===== src/pwm_fault_pkg.sv =====
package pwm_fault_pkg;

    // ------------------------------------------------------------
    // Sizes
    // ------------------------------------------------------------
    localparam int NUM_GEN = 4;
    localparam int NUM_PIN = 4;
    localparam int NUM_DCMP = 8;
    localparam int CNT_W = 16;
    localparam int MIN_W = 16;
    localparam int ADDR_W = 8;
    localparam int DATA_W = 32;
    localparam int GEN_W = 2;
    localparam int IDX_W = 3;

    // ------------------------------------------------------------
    // Address layout: one 32-byte block per generator, globals above
    // ------------------------------------------------------------
    localparam int GEN_LSB = 5;
    localparam int IDX_LSB = 2;
    localparam int GLOBAL_BIT = 7;
    localparam logic [1:0] ALIGN_OK = 2'h0;
    localparam logic [IDX_W-1:0] IDX_CTRL = 3'h0;
    localparam logic [IDX_W-1:0] IDX_SENSE = 3'h1;
    localparam logic [IDX_W-1:0] IDX_MINPER = 3'h2;
    localparam logic [IDX_W-1:0] IDX_TRIG0 = 3'h3;
    localparam logic [IDX_W-1:0] IDX_TRIG1 = 3'h4;
    localparam logic [IDX_W-1:0] IDX_STAT0 = 3'h5;
    localparam logic [IDX_W-1:0] IDX_STAT1 = 3'h6;
    localparam logic [IDX_W-1:0] IDX_COUNT = 3'h7;
    localparam logic [ADDR_W-1:0] OFF_INT_STATUS = 8'h80;
    localparam logic [ADDR_W-1:0] OFF_INT_MASK = 8'h84;

    // ------------------------------------------------------------
    // Control register fields
    // ------------------------------------------------------------
    localparam int CTRL_EN_BIT = 0;
    localparam int CTRL_LATCH_BIT = 1;
    localparam int CTRL_MINPER_BIT = 2;
    localparam int CTRL_EXT_BIT = 3;

    // ------------------------------------------------------------
    // Reset values and encodings
    // ------------------------------------------------------------
    localparam logic [NUM_PIN-1:0] SEL0_RST = 4'h1;
    localparam logic [NUM_DCMP-1:0] SEL1_RST = 8'h00;
    localparam logic [NUM_PIN-1:0] SENSE_RST = 4'h0;
    localparam logic [MIN_W-1:0] MIN_RST = 16'h0000;
    localparam logic [CNT_W-1:0] CNT_ONE = 16'h0001;
    localparam logic [MIN_W-1:0] MIN_ONE = 16'h0001;
    localparam logic fault_sense_active_high = 1'b0;
    localparam logic fault_sense_active_low = 1'b1;

endpackage


===== src/fault_if.sv =====
`timescale 1ns/1ps
// Configuration down to one generator's fault unit, state back up
interface fault_if;
    logic [pwm_fault_pkg::NUM_PIN-1:0] sense;
    logic [pwm_fault_pkg::NUM_PIN-1:0] sel0;
    logic [pwm_fault_pkg::NUM_DCMP-1:0] sel1;
    logic [pwm_fault_pkg::MIN_W-1:0] minimum_fault_cycles;
    logic latched_fault_mode;
    logic min_fault_period_mode;
    logic extended_fault_source_mode;
    logic [pwm_fault_pkg::NUM_PIN-1:0] clr0;
    logic [pwm_fault_pkg::NUM_DCMP-1:0] clr1;
    logic [pwm_fault_pkg::NUM_PIN-1:0] stat0;
    logic [pwm_fault_pkg::NUM_DCMP-1:0] stat1;
    logic fault;

    modport cfg (
        output sense, sel0, sel1, minimum_fault_cycles, latched_fault_mode,
        output min_fault_period_mode, extended_fault_source_mode, clr0, clr1,
        input stat0, stat1, fault
    );
    modport unit (
        input sense, sel0, sel1, minimum_fault_cycles, latched_fault_mode,
        input min_fault_period_mode, extended_fault_source_mode, clr0, clr1,
        output stat0, stat1, fault
    );
endinterface // fault_if


===== src/pwm_fault_trigger_logic.sv =====
`timescale 1ns/1ps
module pwm_fault_trigger_logic #(
    parameter bit HAS_EXT = 1'b1
) (
    input wire logic pclk,
    input wire logic presetn,
    input wire logic psel,
    input wire logic penable,
    input wire logic pwrite,
    input wire logic [pwm_fault_pkg::ADDR_W-1:0] paddr,
    input wire logic [pwm_fault_pkg::DATA_W-1:0] pwdata,
    output logic [pwm_fault_pkg::DATA_W-1:0] prdata,
    output logic pready,
    output logic pslverr,
    input wire logic [pwm_fault_pkg::NUM_PIN-1:0] external_fault_input,
    input wire logic [pwm_fault_pkg::NUM_GEN-1:0][pwm_fault_pkg::NUM_DCMP-1:0]
        dcmp_trig,
    output logic [pwm_fault_pkg::NUM_GEN-1:0] count_advance,
    output logic [pwm_fault_pkg::NUM_GEN-1:0] gen_fault,
    output logic irq
);

    localparam int NG = pwm_fault_pkg::NUM_GEN;
    localparam int NP = pwm_fault_pkg::NUM_PIN;
    localparam int ND = pwm_fault_pkg::NUM_DCMP;

    typedef struct packed {
        logic [NG-1:0] en;
        logic [NG-1:0] latch;
        logic [NG-1:0] minper;
        logic [NG-1:0] ext;
        logic [NG-1:0][NP-1:0] sense;
        logic [NG-1:0][NP-1:0] sel0;
        logic [NG-1:0][ND-1:0] sel1;
        logic [NG-1:0][pwm_fault_pkg::MIN_W-1:0] min_cycles;
        logic [NG-1:0][pwm_fault_pkg::CNT_W-1:0] count;
        logic [NG-1:0] fault_prev;
        logic [NG-1:0] int_status;
        logic [NG-1:0] int_mask;
        logic [pwm_fault_pkg::DATA_W-1:0] rdata;
    } top_state_t;

    top_state_t st_reg;
    top_state_t st_next;
    logic [NG-1:0][NP-1:0] stat0_w;
    logic [NG-1:0][ND-1:0] stat1_w;
    logic [NG-1:0][NP-1:0] clr0_w;
    logic [NG-1:0][ND-1:0] clr1_w;
    logic [NG-1:0] fault_w;
    logic wr_go;
    logic rd_setup;
    logic [pwm_fault_pkg::GEN_W-1:0] gsel;
    logic [pwm_fault_pkg::IDX_W-1:0] idx;

    // ------------------------------------------------------------
    // Address decode helpers
    // ------------------------------------------------------------
    // Misaligned and unused global words are reported as errors
    function automatic logic is_mapped(
        input logic [pwm_fault_pkg::ADDR_W-1:0] a
    );
        logic ok;
        ok = 1'b0;
        if (a[1:0] != pwm_fault_pkg::ALIGN_OK) begin
            ok = 1'b0;
        end else if (!a[pwm_fault_pkg::GLOBAL_BIT]) begin
            ok = 1'b1;
        end else begin
            ok = (a == pwm_fault_pkg::OFF_INT_STATUS) ||
                (a == pwm_fault_pkg::OFF_INT_MASK);
        end
        return ok;
    endfunction

    function automatic logic gen_reg_hit(
        input logic [pwm_fault_pkg::ADDR_W-1:0] a,
        input logic [pwm_fault_pkg::IDX_W-1:0] want
    );
        logic hit;
        hit = !a[pwm_fault_pkg::GLOBAL_BIT] &&
            (a[pwm_fault_pkg::IDX_LSB +: pwm_fault_pkg::IDX_W] == want);
        return hit;
    endfunction

    // ------------------------------------------------------------
    // Per-generator fault units
    // ------------------------------------------------------------
    fault_if fi[NG]();

    for (genvar g = 0; g < NG; g++) begin : gen_unit
        assign fi[g].sense = st_reg.sense[g];
        assign fi[g].sel0 = st_reg.sel0[g];
        assign fi[g].sel1 = st_reg.sel1[g];
        assign fi[g].minimum_fault_cycles = st_reg.min_cycles[g];
        assign fi[g].latched_fault_mode = st_reg.latch[g];
        assign fi[g].min_fault_period_mode = st_reg.minper[g];
        assign fi[g].extended_fault_source_mode = st_reg.ext[g];
        assign fi[g].clr0 = clr0_w[g];
        assign fi[g].clr1 = clr1_w[g];
        assign stat0_w[g] = fi[g].stat0;
        assign stat1_w[g] = fi[g].stat1;
        assign fault_w[g] = fi[g].fault;

        fault_unit #(
            .HAS_EXT(HAS_EXT)
        ) u_unit (
            .pclk(pclk),
            .presetn(presetn),
            .external_fault_input(external_fault_input),
            .dcmp_trig(dcmp_trig[g]),
            .f(fi[g])
        );
    end

    // ------------------------------------------------------------
    // Register file, counters and interrupt status
    // ------------------------------------------------------------
    // Read data is captured in the setup phase so prdata is a flop
    always_comb begin
        st_next = st_reg;
        wr_go = psel & penable & pwrite & is_mapped(paddr);
        rd_setup = psel & ~penable & ~pwrite;
        gsel = paddr[pwm_fault_pkg::GEN_LSB +: pwm_fault_pkg::GEN_W];
        idx = paddr[pwm_fault_pkg::IDX_LSB +: pwm_fault_pkg::IDX_W];
        clr0_w = '0;
        clr1_w = '0;
        // Gated counters: a disabled generator simply holds
        for (int g = 0; g < NG; g++) begin
            if (st_reg.en[g]) begin
                st_next.count[g] = st_reg.count[g] + pwm_fault_pkg::CNT_ONE;
            end else begin
                st_next.count[g] = st_reg.count[g];
            end
        end
        // Fault onset events; a new event beats a same-cycle clear
        st_next.fault_prev = fault_w;
        if (wr_go && paddr == pwm_fault_pkg::OFF_INT_STATUS) begin
            st_next.int_status = st_reg.int_status & ~pwdata[NG-1:0];
        end
        st_next.int_status = st_next.int_status |
            (fault_w & ~st_reg.fault_prev);
        if (wr_go && paddr == pwm_fault_pkg::OFF_INT_MASK) begin
            st_next.int_mask = pwdata[NG-1:0];
        end
        // Generator register writes
        if (wr_go && gen_reg_hit(paddr, pwm_fault_pkg::IDX_CTRL)) begin
            st_next.en[gsel] = pwdata[pwm_fault_pkg::CTRL_EN_BIT];
            st_next.latch[gsel] = pwdata[pwm_fault_pkg::CTRL_LATCH_BIT];
            st_next.minper[gsel] = pwdata[pwm_fault_pkg::CTRL_MINPER_BIT];
            st_next.ext[gsel] = pwdata[pwm_fault_pkg::CTRL_EXT_BIT];
        end
        if (wr_go && gen_reg_hit(paddr, pwm_fault_pkg::IDX_SENSE)) begin
            st_next.sense[gsel] = pwdata[NP-1:0];
        end
        if (wr_go && gen_reg_hit(paddr, pwm_fault_pkg::IDX_MINPER)) begin
            st_next.min_cycles[gsel] = pwdata[pwm_fault_pkg::MIN_W-1:0];
        end
        if (wr_go && gen_reg_hit(paddr, pwm_fault_pkg::IDX_TRIG0)) begin
            st_next.sel0[gsel] = pwdata[NP-1:0];
        end
        if (wr_go && gen_reg_hit(paddr, pwm_fault_pkg::IDX_TRIG1)) begin
            st_next.sel1[gsel] = pwdata[ND-1:0];
        end
        // Write-one-to-clear of latched triggers, per group
        if (wr_go && gen_reg_hit(paddr, pwm_fault_pkg::IDX_STAT0)) begin
            clr0_w[gsel] = pwdata[NP-1:0];
        end
        if (wr_go && gen_reg_hit(paddr, pwm_fault_pkg::IDX_STAT1)) begin
            clr1_w[gsel] = pwdata[ND-1:0];
        end
        // Read mux; unused upper bits read as zero
        if (rd_setup) begin
            st_next.rdata = '0;
            if (paddr == pwm_fault_pkg::OFF_INT_STATUS) begin
                st_next.rdata[NG-1:0] = st_reg.int_status;
            end else if (paddr == pwm_fault_pkg::OFF_INT_MASK) begin
                st_next.rdata[NG-1:0] = st_reg.int_mask;
            end else if (is_mapped(paddr)) begin
                case (idx)
                    pwm_fault_pkg::IDX_CTRL: begin
                        st_next.rdata[pwm_fault_pkg::CTRL_EN_BIT] =
                            st_reg.en[gsel];
                        st_next.rdata[pwm_fault_pkg::CTRL_LATCH_BIT] =
                            st_reg.latch[gsel];
                        st_next.rdata[pwm_fault_pkg::CTRL_MINPER_BIT] =
                            st_reg.minper[gsel];
                        st_next.rdata[pwm_fault_pkg::CTRL_EXT_BIT] =
                            st_reg.ext[gsel];
                    end
                    pwm_fault_pkg::IDX_SENSE: begin
                        st_next.rdata[NP-1:0] = st_reg.sense[gsel];
                    end
                    pwm_fault_pkg::IDX_MINPER: begin
                        st_next.rdata[pwm_fault_pkg::MIN_W-1:0] =
                            st_reg.min_cycles[gsel];
                    end
                    pwm_fault_pkg::IDX_TRIG0: begin
                        st_next.rdata[NP-1:0] = st_reg.sel0[gsel];
                    end
                    pwm_fault_pkg::IDX_TRIG1: begin
                        st_next.rdata[ND-1:0] = st_reg.sel1[gsel];
                    end
                    pwm_fault_pkg::IDX_STAT0: begin
                        st_next.rdata[NP-1:0] = stat0_w[gsel];
                    end
                    pwm_fault_pkg::IDX_STAT1: begin
                        st_next.rdata[ND-1:0] = stat1_w[gsel];
                    end
                    pwm_fault_pkg::IDX_COUNT: begin
                        st_next.rdata[pwm_fault_pkg::CNT_W-1:0] =
                            st_reg.count[gsel];
                    end
                    default: begin
                        st_next.rdata = '0;
                    end
                endcase
            end
        end
    end

    // Only external input zero is selected out of reset
    always_ff @(posedge pclk or negedge presetn) begin
        if (!presetn) begin
            st_reg <= '0;
            for (int g = 0; g < NG; g++) begin
                st_reg.sel0[g] <= pwm_fault_pkg::SEL0_RST;
                st_reg.sel1[g] <= pwm_fault_pkg::SEL1_RST;
                st_reg.sense[g] <= pwm_fault_pkg::SENSE_RST;
                st_reg.min_cycles[g] <= pwm_fault_pkg::MIN_RST;
            end
        end else begin
            st_reg <= st_next;
        end
    end

    // ------------------------------------------------------------
    // Outputs
    // ------------------------------------------------------------
    // Zero-wait slave: every access phase completes at once
    assign pready = 1'b1;
    assign pslverr = psel & penable & ~is_mapped(paddr);
    assign prdata = st_reg.rdata;
    assign count_advance = st_reg.en;
    assign gen_fault = fault_w;
    assign irq = |(st_reg.int_status & st_reg.int_mask);

    // ------------------------------------------------------------
    // Checks
    // ------------------------------------------------------------
    for (genvar g = 0; g < NG; g++) begin : gen_chk

    end
endmodule // pwm_fault_trigger_logic


===== src/fault_unit.sv =====
`timescale 1ns/1ps
module fault_unit #(
    parameter bit HAS_EXT = 1'b1
) (
    input wire logic pclk,
    input wire logic presetn,
    input wire logic [pwm_fault_pkg::NUM_PIN-1:0] external_fault_input,
    input wire logic [pwm_fault_pkg::NUM_DCMP-1:0] dcmp_trig,
    fault_if.unit f
);

    typedef struct packed {
        logic [pwm_fault_pkg::NUM_PIN-1:0] latch0;
        logic [pwm_fault_pkg::NUM_DCMP-1:0] latch1;
        logic [pwm_fault_pkg::MIN_W-1:0] cnt;
        logic fault;
    } unit_state_t;

    unit_state_t st_reg;
    unit_state_t st_next;
    logic ext_on;
    logic latch_on;
    logic minper_on;
    logic [pwm_fault_pkg::NUM_PIN-1:0] live0;
    logic src;

    // ------------------------------------------------------------
    // Fault combining, latching and stretching
    // ------------------------------------------------------------
    // Variants without extended handling keep all three modes off
    always_comb begin
        ext_on = HAS_EXT & f.extended_fault_source_mode;
        latch_on = HAS_EXT & f.latched_fault_mode;
        minper_on = HAS_EXT & f.min_fault_period_mode;
        st_next = st_reg;
        live0 = external_fault_input ^ f.sense;
        // Set wins over clear; clear only the selected bits
        if (latch_on) begin
            st_next.latch0 = (st_reg.latch0 & ~f.clr0) | live0;
            st_next.latch1 = (st_reg.latch1 & ~f.clr1) | dcmp_trig;
        end else begin
            st_next.latch0 = '0;
            st_next.latch1 = '0;
        end
        f.stat0 = latch_on ? st_reg.latch0 : live0;
        f.stat1 = latch_on ? st_reg.latch1 : dcmp_trig;
        // Legacy source is input zero alone, after its sense
        if (ext_on) begin
            src = |{f.stat0 & f.sel0, f.stat1 & f.sel1};
        end else begin
            src = f.stat0[0];
        end
        // Counter loads on the first faulted cycle and counts down
        if (!minper_on) begin
            st_next.cnt = '0;
        end else if (src && !st_reg.fault) begin
            st_next.cnt = (f.minimum_fault_cycles == '0) ? '0 :
                f.minimum_fault_cycles - pwm_fault_pkg::MIN_ONE;
        end else if (st_reg.cnt != '0) begin
            st_next.cnt = st_reg.cnt - pwm_fault_pkg::MIN_ONE;
        end
        st_next.fault = src | (minper_on & (st_reg.cnt != '0));
        f.fault = st_reg.fault;
    end

    always_ff @(posedge pclk or negedge presetn) begin
        if (!presetn) begin
            st_reg <= '0;
        end else begin
            st_reg <= st_next;
        end
    end
endmodule // fault_unit


===== config.mk =====
export PLATFORM = sky130hd
export DESIGN_NAME = pwm_fault_trigger_logic
export DESIGN_NICKNAME = d
export VERILOG_FILES = /design/src/pwm_fault_pkg.sv /design/src/fault_if.sv /design/src/pwm_fault_trigger_logic.sv /design/src/fault_unit.sv
export SDC_FILE = /design/constraint.sdc
export NUM_CORES = 1
export LEC_CHECK = 0
export BUFFER_PORTS_ARGS = -buffer_cell sky130_fd_sc_hd__buf_4
export CAP_MARGIN = 25
export CORE_MARGIN = 2
export CORE_UTILIZATION = 30
export CTS_CLUSTER_DIAMETER = 30
export DETAILED_ROUTE_END_ITERATION = 7
export PLACE_DENSITY = 0.43
export SYNTH_ARGS = -nofsm -noshare
export SYNTH_HDL_FRONTEND = slang
export SYNTH_HIERARCHICAL = 1
export SYNTH_SLANG_ARGS = --single-unit

===== constraint.sdc =====
create_clock -name pclk -period 5.55 [get_ports pclk]
set_input_delay 0.2775 -clock pclk [delete_from_list [all_inputs] [get_ports pclk]]
set_output_delay 0.2775 -clock pclk [all_outputs]
set_load 0.005 [all_outputs]

==> results of run 1 <==
-- critical path, cell delays in order (launching register included) --
cell	delay, ps
dfrtp_1	840
buf_4	380
mux2_4	350
a22oi_2	170
nand4_4	130
o21ai_4	760
mux2_4	350
-- logic make-up (layout without fill, tap and decap cells) --
kind of cell    count (synthesis)  count (layout)  share of synthesized area [%]
buf+inv                       146             366                           4.20
fa+ha+maj                      16              16                          0.935
xor+xnor                      152             152                           6.21
flops                         352             352                           41.1
compound gates                267             267                           9.78
simple gates                  628             628                           16.8
other cells                     2              17                         0.0351
mux                           337             337                           20.9
-- power breakdown --
group,internal [uW],switching [uW],total (uW)
Combinational,225,337,562
Clock,4760,1790,6550
Sequential,2610,59.1,2670
-- Yosys cell counts, types with 6 or more instances --
master / count / area share [%]
buf_4: 55 / 1.9
and3_1: 14 / 0.41
o31a_1: 6 / 0.25
mux2_4: 36 / 2.5
nand2_1: 156 / 2.7
nand3_1: 49 / 1.1
nor3b_2: 6 / 0.35
or4_1: 8 / 0.28
nor4_1: 13 / 0.38
a22oi_4: 12 / 1.2
nand4b_1: 14 / 0.57
buf_2: 16 / 0.37
clkbuf_1: 29 / 0.51
o21ai_0: 45 / 1.1
mux2i_1: 57 / 2.7
o221ai_1: 6 / 0.25
a22o_1: 6 / 0.25
nor3_1: 20 / 0.47
o211ai_1: 17 / 0.60
xor2_1: 68 / 2.8
xnor2_1: 84 / 3.4
mux2_2: 184 / 9.7
nor2_4: 6 / 0.32
or3_1: 13 / 0.38
o21a_1: 72 / 2.5
or2b_1: 12 / 0.42
nor4_4: 10 / 0.99
o31ai_1: 14 / 0.49
and2_1: 35 / 1.0
nor2_1: 129 / 2.3
mux4_2: 55 / 5.8
a21oi_1: 35 / 0.82
buf_1: 7 / 0.12
ha_1: 16 / 0.93
dfrtp_1: 348 / 41
inv_1: 27 / 0.47
buf_6: 8 / 0.42
a22oi_1: 16 / 0.56
nor2b_1: 53 / 1.5
nand2b_1: 17 / 0.50
nand4_1: 31 / 0.91
-- timing repair --
item                                    4_1_cts  5_1_grt
resized for setup                             0        0
hold endpoints to repair                    156        0
endpoints found under the setup margin        0        0
hold buffers                                 41        0
-- routing by layer --
layer / vias to the layer above / GRT usage, % / wire [um]
li1: 7187 / - / -
met1: 7851 / 24.9 / 31100
met5: - / 0 / 0
met4: 0 / 6.16 / 1900
met3: 131 / 3.58 / 3090
met2: 414 / 29.7 / 31600
-- worst min-delay path by stage --
stage                                                    end  slack [ps]
finish               gen_unit[0].u_unit/st_reg[26]$_DFF_PN0_          80
global route         gen_unit[0].u_unit/st_reg[26]$_DFF_PN0_          50
CTS                                    prdata[0]$_DFFE_PN0P_          30
detailed placement  gen_unit[0].u_unit/st_reg[9]$_DFFE_PN0P_         380
global placement    gen_unit[0].u_unit/st_reg[9]$_DFFE_PN0P_         380
floorplan                       count_advance[0]$_DFFE_PN0P_         -20
-- layout make-up --
cell class	instances	area [sq um]	share of cell area (%)
multi-input cells	1417	11800	43.6
flip-flops and latches	352	8810	32.6
clock buffers	152	3180	11.8
repair buffers	141	1180	4.38
well taps	940	1180	4.36
clock inverters	46	782	2.90
inverters	27	101	0.375
-- through the flow --
step | power [uW] | hold WS (ps) | cells | setup slack [ps]
2_1_floorplan | 3020 | -18.1 | 1915 | 3520
3_3_place_gp | 3250 | 376 | 2836 | 2440
3_5_place_dp | 3250 | 380 | 2836 | 2420
4_1_cts | 9910 | 34.4 | 3075 | 2340
5_1_grt | 10100 | 54.8 | 3075 | 2250
6_report | 9780 | 75.7 | 3075 | 2340
==> impl_summary.txt, run 1 <==
----------------------------------------------------
[Outcome]
  Outcome ... finished, final reports clean

[Layout]
  Antenna diodes ... 0
  Fraction of layout cells with a size suffix above 1 ... around 30%
  Final core utilization ... 38.3%
  Post-route cell area ... ~27000 sq um
  Synthesis-to-layout area growth ... 26.0%
  Fill cells ... 6892
  Number of flip-flops under the largest register name ... 112
  Final layout net count ... roughly 2100
  Most frequent cells in the layout ... dfrtp_1, mux2_2, nand2_1, nor2_1, clkbuf_16
  Commonest non-fill, non-tap cell in the layout ... dfrtp_1

[Place]
  Post-Place Cell Area ... between 20000 and 25000 sq um
  Port Buf Inserts ... 90
  HPWL Detailed ... a little under 50 mm
  Placer congestion estimate ... 0.843

[Die]
  Die X ... roughly 270 um
  Core region area ... about 70000 sq um
  Ports placed on the boundary ... about 120
  # rows ... 97
  Die Outline Area ... 73600 sq um
  Die Y ... 271 um
  Initial Utilization ... a little under a third

[Detailed routing]
  Final ANT Viol Nets ... 0
  Average wire per standard cell ... approximately 22 um
  Detailed-route DRC error count ... 0
  Post-detailed-route via-to-cell ratio ... about 5.1
  Number of vias after detailed routing ... between 15000 and 20000
  Iter 0 DRT Violations ... between 1000 and 1500
  Routed Wire Length ... just under 70 mm
  Count of TritonRoute iterations in the first routing pass ... 6

[Setup path]
  Worst setup path end ... gen_unit[0].u_unit/st_reg[2]$_DFFE_PN0P_
  Startpoint of the lowest-slack register-to-register path ... fi[0].latched_fault_mode$_DFFE_PN0P_
  Data arrival time at the worst-slack endpoint ... 3670 ps
  Worst r2r dst ... gen_unit[0].u_unit/st_reg[2]$_DFFE_PN0P_
  R2R Setup Slk ... between 2000 and 2500 ps
  Required time worst endpoint ... approximately 6000 ps
  Start-to-end type of the worst setup path ... flop to flop
  Type of element launching the critical path ... flop
  Element type at the critical path end ... flop
  Register-to-Register Path Depth ... 6
  Launch point of the worst path ... fi[0].latched_fault_mode$_DFFE_PN0P_
  Crit-path max FO ... 19

[STA]
  Final worst-path cycle share ... a little under 60%
  Setup TNS ... 0 ps
  Final min period ... around 3200 ps
  Setup violators final ... 0
  RSZ-0062 raised after global routing ... false
  Final clock skew ... 84.1 ps
  Maximum frequency from static timing analysis ... 312 MHz
  Final hold violation count ... 0
  Least-Margin Pin Slew ... 1000 ps
  Max-slew violation count ... 0
  Relative slew slack ... 33.1%

[Clock network]
  Maximum level of the CTS H-tree ... 3
  Cts bufs inserted ... 106
  Sink count of the clock tree ... approximately 350
  Clock-pin slew reported for the worst setup and hold paths after clock tree synthesis ... about 40 ps
  Postcts setup bufs ... 0
  Worst-case clock buffer depth ... 3
  Worst-Skew Late Latency ... 660 ps
  CTS root buffer ... clkbuf_16
  CTS tree ... yes

[Synth]
  Warnings from Yosys ... 6
  Dominant register cell in the synthesized netlist ... dfrtp_1
  Number of flops mapped to enable cells by yosys ... 0
  Total standard cell area after synthesis ... between 20000 and 25000 sq um
  Flip-flop and latch count after synthesis ... 352
  Gate count of the mapped netlist ... between 1500 and 2000
  Seq/Total Area, Yosys ... between 40% and 50%
  Post-synth ARST share ... 100%
  Avg Synthesized Cell Area ... between 10 and 15 sq um
  Distinct cells, synth ... 75

[Power and ir drop]
  Leakage ... approximately 0.013 uW
  VDD IR-drop max ... about 240 uV
  Power per cell area ... ~360 nW/um^2

[Hold path]
  Hold path startpoint ... external_fault_input[1]
  Worst min path class ... input port to flop
  Depth of the worst hold-timing path ... 3

[Global routing]
  Via count of the first global-routing pass ... ~16000
  Total Routing Usage GR ... between 10% and 20%
  Global-route wire length before repair ... 102 mm
  Pin count of the biggest net entering global routing ... ~160
  Initial antenna violation count ... 1
  GRT Residual Overflow ... 0

[Run]
  Max_cap viols ... 0

----------------------------------------------------
No activity file was read; power rests on OpenSTA's default activity.
==> inputs of run 2 (changes only) <==
--- a/config.mk
+++ b/config.mk
@@ -11,7 +11,7 @@
 export CORE_UTILIZATION = 30
 export CTS_CLUSTER_DIAMETER = 30
 export DETAILED_ROUTE_END_ITERATION = 7
-export PLACE_DENSITY = 0.43
+export PLACE_DENSITY = 0.45
 export SYNTH_ARGS = -nofsm -noshare
 export SYNTH_HDL_FRONTEND = slang
 export SYNTH_HIERARCHICAL = 1
==> constraint.sdc (replaced) <==
create_clock -name pclk -period 2.9 [get_ports pclk]
set_input_delay 0.145 -clock pclk [delete_from_list [all_inputs] [get_ports pclk]]
set_output_delay 0.145 -clock pclk [all_outputs]
set_load 0.005 [all_outputs]
==> run 2 against run 1 <==
Compared with the run above:
- core utilization is 0.18 points higher
- first-iteration DRC count is 7.1% lower
- register-to-register slack lost 2000 ps
- cell count rose by 1.3%
- global-route usage up 0.098 points
- critical endpoint is now gen_unit[1].u_unit/st_reg[12]$_DFFE_PN0P_
- highest routed layer unchanged
==> impl_summary.txt, run 2 (synthesized netlist as in run 1, its figures left out) <==
----------------------------------------------------
[Die]
  Die Outline Area ... 73600 sq um (unchanged)
  Die X ... 271 um (unchanged)
  Core region area ... 70400 sq um (unchanged)
  Ports placed on the boundary ... 124 (unchanged)
  Die Y ... 271 um (unchanged)
  # rows ... 97 (unchanged)
  Initial Utilization ... 30.4% (unchanged)

[Detailed routing]
  Count of TritonRoute iterations in the first routing pass ... 5 (-1)
  Average wire per standard cell ... 21.9 um (-0.81%)
  Number of vias after detailed routing ... 15900 (+1.8%)
  Routed Wire Length ... 68.1 mm (+0.48%)
  Final ANT Viol Nets ... 0 (unchanged)
  Detailed-route DRC error count ... 0 (unchanged)
  Iter 0 DRT Violations ... 1102 (-7.1%)
  Post-detailed-route via-to-cell ratio ... 5.09 (+0.46%)

[Setup path]
  Start-to-end type of the worst setup path ... flop to flop
  Cell seen most often among critical-path stages ... buf_4
  Required time worst endpoint ... 3410 ps (-2600 ps)
  Type of element launching the critical path ... flop
  Max incr delay on CP ... 590 ps (-250 ps)
  Crit-path max FO ... 16 (-3)
  Data arrival time at the worst-slack endpoint ... 3030 ps (-640 ps)
  Critical path's slowest cell ... dfrtp_1
  Element type at the critical path end ... flop
  Critical path cell sequence ... buf_4 > mux2_4 > a22oi_2 > nand4_4 > o21ai_4 > buf_4 > mux2_2

[Power and ir drop]
  Power per cell area ... 649 nW/um^2 (+79%)
  Leakage ... 0.0131 uW (+0.39%)
  Combinational share of power ... 6.5% (+0.8 points)
  VDD IR-drop max ... 497 uV (+110%)
  Internal power component ... 13500 uW (+78%)
  Switching share of power ... 23.1% (+0.76 points)
  Sequential share of power ... 29.1% (+1.8 points)
  Clk pwr share ... 64.5% (-2.4 points)
  Net Sw Power ... 4060 uW (+86%)

[Layout]
  Commonest non-fill, non-tap cell in the layout ... dfrtp_1
  Footprint of the multi-input gates ... 11800 sq um (unchanged)
  Fill cells ... 6918 (+0.38%)
  Area taken by flip-flops and latches ... 8810 sq um (unchanged)
  Post-route cell area ... 27100 sq um (+0.46%)
  Most frequent cells in the layout ... dfrtp_1, mux2_2, nand2_1, buf_4, nor2_1
  Fin cells ... 3115 (+1.3%)
  Final layout net count ... 2189 (+2.2%)
  Synthesis-to-layout area growth ... 26.6%
  Fraction of layout cells with a size suffix above 1 ... 30.9% (+0.65 points)
  Number of flip-flops under the largest register name ... 112 (unchanged)

[Place]
  HPWL Detailed ... 49.7 mm (+2.9%)
  Post-Place Cell Area ... 23000 sq um (+1.8%)
  Port Buf Inserts ... 90 (unchanged)
  Count of placed standard cells including taps ... 2878 (+1.5%)
  Placer congestion estimate ... 0.887 (+5.2%)

[Hold path]
  Worst min path class ... input port to flop

[Global routing]
  Via count of the first global-routing pass ... 16300 (+1.1%)
  Met1 track demand over resource in global routing ... 25.0% (+0.088 points)
  Initial antenna violation count ... 4 (+3)
  Routing usage on met3 ... 3.55% (-0.035 points)
  Total Routing Usage GR ... 18.6% (+0.098 points)
  Global-route wire length before repair ... 103 mm (+0.96%)
  Met2 usage in global routing ... 29.9% (+0.18 points)
  Pin count of the biggest net entering global routing ... 81 (-48%)
  Busiest grt layer ... met2
  GRT Residual Overflow ... 0 (unchanged)

[Clock network]
  Worst-Skew Late Latency ... 640 ps (-20 ps)
  Sink count of the clock tree ... 352 (unchanged)
  Clock-pin slew reported for the worst setup and hold paths after clock tree synthesis ... 40 ps (about the same)
  Post-cts resize count ... 0 (unchanged)
  Postcts setup bufs ... 0 (unchanged)
  Worst-case clock buffer depth ... 3 (unchanged)
  Cts bufs inserted ... 101 (-4.7%)
  CTS root buffer ... clkbuf_16
  CTS tree ... yes
  Total of hold buffers inserted after clock tree synthesis ... 51 (+24%)
  Maximum level of the CTS H-tree ... 3 (unchanged)

[Outcome]
  Outcome ... finished, final reports clean

[STA]
  Max-slew violation count ... 0 (unchanged)
  Relative slew slack ... 42.4% (+9.3 points)
  Final hold violation count ... 0 (unchanged)
  Maximum frequency from static timing analysis ... 396 MHz (+27%)
  Setup violators final ... 0 (unchanged)
  Setup TNS ... 0 ps (unchanged)
  Least-Margin Pin Slew ... 855 ps (-147 ps)
  RSZ-0062 raised after global routing ... false
  Final worst-path cycle share ... 87.0% (+29 points)
  Final min period ... 2520 ps (-685 ps)
  Final clock skew ... 24.2 ps (-59.9 ps)

[Run]
  Max_cap viols ... 0 (unchanged)

----------------------------------------------------
-- run 2: through the flow --
stage	util [%]	hold WS (ps)	total power, uW	setup WS (ps)
2_1_floorplan	-	-151	5780	869
3_3_place_gp	32.7	222	6260	398
3_5_place_dp	32.7	216	6270	415
4_1_cts	38.5	0.683	17800	378
5_1_grt	38.5	22.6	18200	284
6_report	38.5	29.4	17600	378
-- run 2: path summary, 6_finish.rpt --
check	start	cells after the start	to	slack [ps]
hold reg to reg	gen_unit[3].u_unit/f.fault$_DFF_PN0_	0	st_reg[43]$_DFF_PN0_	450
hold / removal	pwdata[2]	3	st_reg[38]$_DFF_PN0_	30
setup / recovery	fi[1].latched_fault_mode$_DFFE_PN0P_	7	gen_unit[1].u_unit/st_reg[12]$_DFFE_PN0P_	380
min in group asynchronous	presetn	2	prdata[13]$_DFFE_PN0P_	110
setup reg to reg	fi[1].latched_fault_mode$_DFFE_PN0P_	7	gen_unit[1].u_unit/st_reg[12]$_DFFE_PN0P_	380
max in group asynchronous	presetn	3	fi[3].sense[0]$_DFFE_PN0P_	1660
-- run 2: layout make-up --
| cell class | instances | area share (%) |
|---|---|---|
| sequential | 352 | 32.5 |
| timing repair buffer | 193 | 6.26 |
| antenna | 1 | 0.00923 |
| clock buffer | 143 | 11.0 |
| inverter | 27 | 0.374 |
| clock inverter | 42 | 2.13 |
| multi-input combinational | 1417 | 43.4 |
| tap | 940 | 4.34 |
-- run 2: layer usage --
layer / vias up / share of wire, %
met1: 8044 / 46
li1: 7267 / -
met5: - / 0
met3: 118 / 4.7
met4: 0 / 2.8
met2: 429 / 46
-- run 2: power groups by stage --
| stage | Sequential [uW] | Clock, uW | Combinational [uW] |
|---|---|---|---|
| after floorplan | 5140 | 0 | 647 |
| after global placement | 5180 | 0 | 1080 |
| after detailed placement | 5180 | 0 | 1090 |
| after CTS | 5110 | 11600 | 1150 |
| after global routing | 5120 | 11900 | 1230 |
| final | 5110 | 11300 | 1140 |
-- run 2: worst max-delay path, delay by kind of cell, from the launching register on --
family,cells,cell delay [ps]
simple gates,1,130
flops,1,590
mux,2,730
buf+inv,2,580
compound gates,2,340
==> inputs of run 3 (changes only) <==
--- a/config.mk
+++ b/config.mk
@@ -11,7 +11,7 @@
 export CORE_UTILIZATION = 30
 export CTS_CLUSTER_DIAMETER = 30
 export DETAILED_ROUTE_END_ITERATION = 7
-export PLACE_DENSITY = 0.45
+export PLACE_DENSITY = 0.43
 export SYNTH_ARGS = -nofsm -noshare
 export SYNTH_HDL_FRONTEND = slang
 export SYNTH_HIERARCHICAL = 1
==> constraint.sdc (replaced) <==
create_clock -name pclk -period 3 [get_ports pclk]
set_input_delay 0.15 -clock pclk [delete_from_list [all_inputs] [get_ports pclk]]
set_output_delay 0.15 -clock pclk [all_outputs]
set_load 0.005 [all_outputs]
==> run 3 against run 2 <==
Compared with the run above:
- combinational power decreased by 5%
- sequential power decreased by 3%
- routed wire length increased by 1.0%
- critical path depth unchanged
- first-iteration DRC count increased by 0.82%
- power decreased by 0.59%
- worst hold slack got worse by 9.7 ps
- cell count increased by 0.29%
- die area unchanged
- critical path type unchanged
- clock skew increased by 0.91 ps
==> impl_summary.txt, run 3 (synthesized netlist as in run 1, its figures left out) <==
----------------------------------------------------
[Outcome]
  Outcome ... finished, final reports clean

[Clock network]
  CTS root buffer ... clkbuf_16
  Postcts setup bufs ... 0 (unchanged)
  Worst-Skew Late Latency ... 640 ps (about the same)
  Clock-pin slew reported for the worst setup and hold paths after clock tree synthesis ... 50 ps (about the same)
  Maximum level of the CTS H-tree ... 3 (unchanged)
  CTS tree ... yes
  Worst-case clock buffer depth ... 3 (unchanged)
  Sink count of the clock tree ... 352 (unchanged)
  Cts bufs inserted ... 110 (+8.9%)
  Post-cts resize count ... 0 (unchanged)

[Power and ir drop]
  VDD IR-drop max ... 495 uV (-0.44%)
  Leakage ... 0.0132 uW (+0.50%)
  Power per cell area ... 643 nW/um^2 (-0.95%)

[Layout]
  Fin cells ... 3124 (+0.29%)
  Fill cells ... 6911 (-0.10%)
  Synthesis-to-layout area growth ... 27.1%
  Post-route cell area ... 27200 sq um (+0.36%)
  Fraction of layout cells with a size suffix above 1 ... 30.8% (-0.096 points)
  Final layout net count ... 2190 (+0.046%)
  Antenna diodes ... 0 (-1)
  Commonest non-fill, non-tap cell in the layout ... dfrtp_1
  Number of flip-flops under the largest register name ... 112 (unchanged)
  Most frequent cells in the layout ... dfrtp_1, mux2_2, nand2_1, nor2_1, buf_4

[Global routing]
  Global-route wire length before repair ... 104 mm (+0.19%)
  Met2 usage in global routing ... 28.9% (-1.0 points)
  GRT Residual Overflow ... 0 (unchanged)
  Total Routing Usage GR ... 18.6% (+0.056 points)
  Pin count of the biggest net entering global routing ... 86 (+6.2%)
  Busiest grt layer ... met2
  Initial antenna violation count ... 2 (-2)
  Routing usage on met3 ... 4.23% (+0.68 points)
  Via count of the first global-routing pass ... 16100 (-1.7%)
  Met1 track demand over resource in global routing ... 25.5% (+0.50 points)

[Setup path]
  Data arrival time at the worst-slack endpoint ... 3230 ps (+200 ps)
  Max incr delay on CP ... 720 ps (+130 ps)
  Type of element launching the critical path ... flop
  Critical path cell sequence ... buf_4 > or2b_1 > o211ai_1 > nand4_2 > o21ai_4 > buf_4 > mux2_2
  Crit-path max FO ... 16 (unchanged)
  Total buffers and inverters traversed by the critical path ... 2 (unchanged)
  Required time worst endpoint ... 3500 ps (+90 ps)
  Critical path's slowest cell ... dfrtp_1
  Cell seen most often among critical-path stages ... buf_4
  Element type at the critical path end ... flop
  Top cell family by delay on the critical path ... flip-flops
  Start-to-end type of the worst setup path ... flop to flop

[Detailed routing]
  Average wire per standard cell ... 22.0 um (+0.72%)
  Detailed-route DRC error count ... 0 (unchanged)
  Post-detailed-route via-to-cell ratio ... 5.05 (-0.73%)
  Iter 0 DRT Violations ... 1111 (+0.82%)
  Routed Wire Length ... 68.8 mm (+1.0%)
  Count of TritonRoute iterations in the first routing pass ... 5 (unchanged)
  Number of vias after detailed routing ... 15800 (-0.44%)
  Final ANT Viol Nets ... 0 (unchanged)

[STA]
  Maximum frequency from static timing analysis ... 367 MHz (-7.5%)
  Setup violators final ... 0 (unchanged)
  Max-slew violation count ... 0 (unchanged)
  RSZ-0062 raised after global routing ... false
  Relative slew slack ... 43.5% (+1.1 points)
  Least-Margin Pin Slew ... 839 ps (-16.0 ps)
  Final worst-path cycle share ... 90.9% (+3.9 points)
  Final hold violation count ... 0 (unchanged)
  Final clock skew ... 25.1 ps (+0.912 ps)
  Final min period ... 2730 ps (+204 ps)
  Setup TNS ... 0 ps (unchanged)
  Worst Slack Setup Final ... 274 ps (-104 ps)
  Worst hold slack across all endpoints ... 19.7 ps (-9.68 ps)

[Place]
  HPWL Detailed ... 49.5 mm (-0.38%)
  Placer congestion estimate ... 0.851 (-4.1%)
  Port Buf Inserts ... 90 (unchanged)
  Post-Place Cell Area ... 22900 sq um (-0.46%)
  Count of placed standard cells including taps ... 2869 (-0.31%)
  Place WS ... 312 ps (-103 ps)

[Die]
  Core region area ... 70400 sq um (unchanged)
  # rows ... 97 (unchanged)
  Initial Utilization ... 30.4% (unchanged)
  Die Outline Area ... 73600 sq um (unchanged)
  Die Y ... 271 um (unchanged)
  Ports placed on the boundary ... 124 (unchanged)
  Die X ... 271 um (unchanged)

[Run]
  Max_cap viols ... 0 (unchanged)

[Hold path]
  Worst min path class ... input port to flop

----------------------------------------------------
[run 3: cell types whose count changed in the layout (fill, tap and decap cells not counted), moves of 3 or more]
cell | before | now
clkbuf_8 | 26 | 23
clkbuf_16 | 103 | 112
buf_12 | 9 | 6
buf_4 | 132 | 126
clkinv_2 | 19 | 27
clkbuf_1 | 14 | 22
[run 3: what timing repair did]
item,CTS,global route
hold endpoints to repair,327,0
hold buffers,52,0
setup endpoints to repair,0,0
[run 3: final timing paths]
kind	startpoint	end	slack, ps	depth (start not counted)
setup / recovery	fi[2].latched_fault_mode$_DFFE_PN0P_	gen_unit[2].u_unit/st_reg[14]$_DFFE_PN0P_	270	7
hold / removal	pwdata[4]	fi[1].minimum_fault_cycles[4]$_DFFE_PN0P_	20	2
setup reg to reg	fi[2].latched_fault_mode$_DFFE_PN0P_	gen_unit[2].u_unit/st_reg[14]$_DFFE_PN0P_	270	7
hold reg to reg	gen_unit[3].u_unit/f.fault$_DFF_PN0_	st_reg[43]$_DFF_PN0_	440	0
max in group asynchronous	presetn	gen_unit[3].u_unit/st_reg[11]$_DFFE_PN0P_	1970	3
min in group asynchronous	presetn	st_reg[74]$_DFFE_PN0P_	60	2
[run 3: area by class of cell]
class	instances	area [sq um]	area share, %
Sequential cell	352	8810	32.4
Tap cell	940	1180	4.32
Clock buffer	157	3200	11.8
Clock inverter	46	559	2.05
Timing Repair Buffer	185	1600	5.88
Multi-Input combinational cell	1417	11800	43.2
Inverter	27	101	0.372
[run 3: through the flow]
stage / total power, uW / utilization (%)
after floorplan: 5590 / -
after global placement: 6050 / 32.6
after detailed placement: 6050 / 32.6
after CTS: 17700 / 38.7
after global routing: 18100 / 38.7
final: 17500 / 38.7
[run 3: power breakdown]
group	switching, uW	internal (uW)
Clock	3310	8150
Sequential	110	4840
Combinational	633	452
Total	4060	13400
[run 3: per-layer routing]
metal / wire (um) / vias up
li1: - / 7280
met1: 31700 / 7955
met2: 31300 / 437
met3: 3790 / 116
met4: 2030 / 0
met5: 0 / -
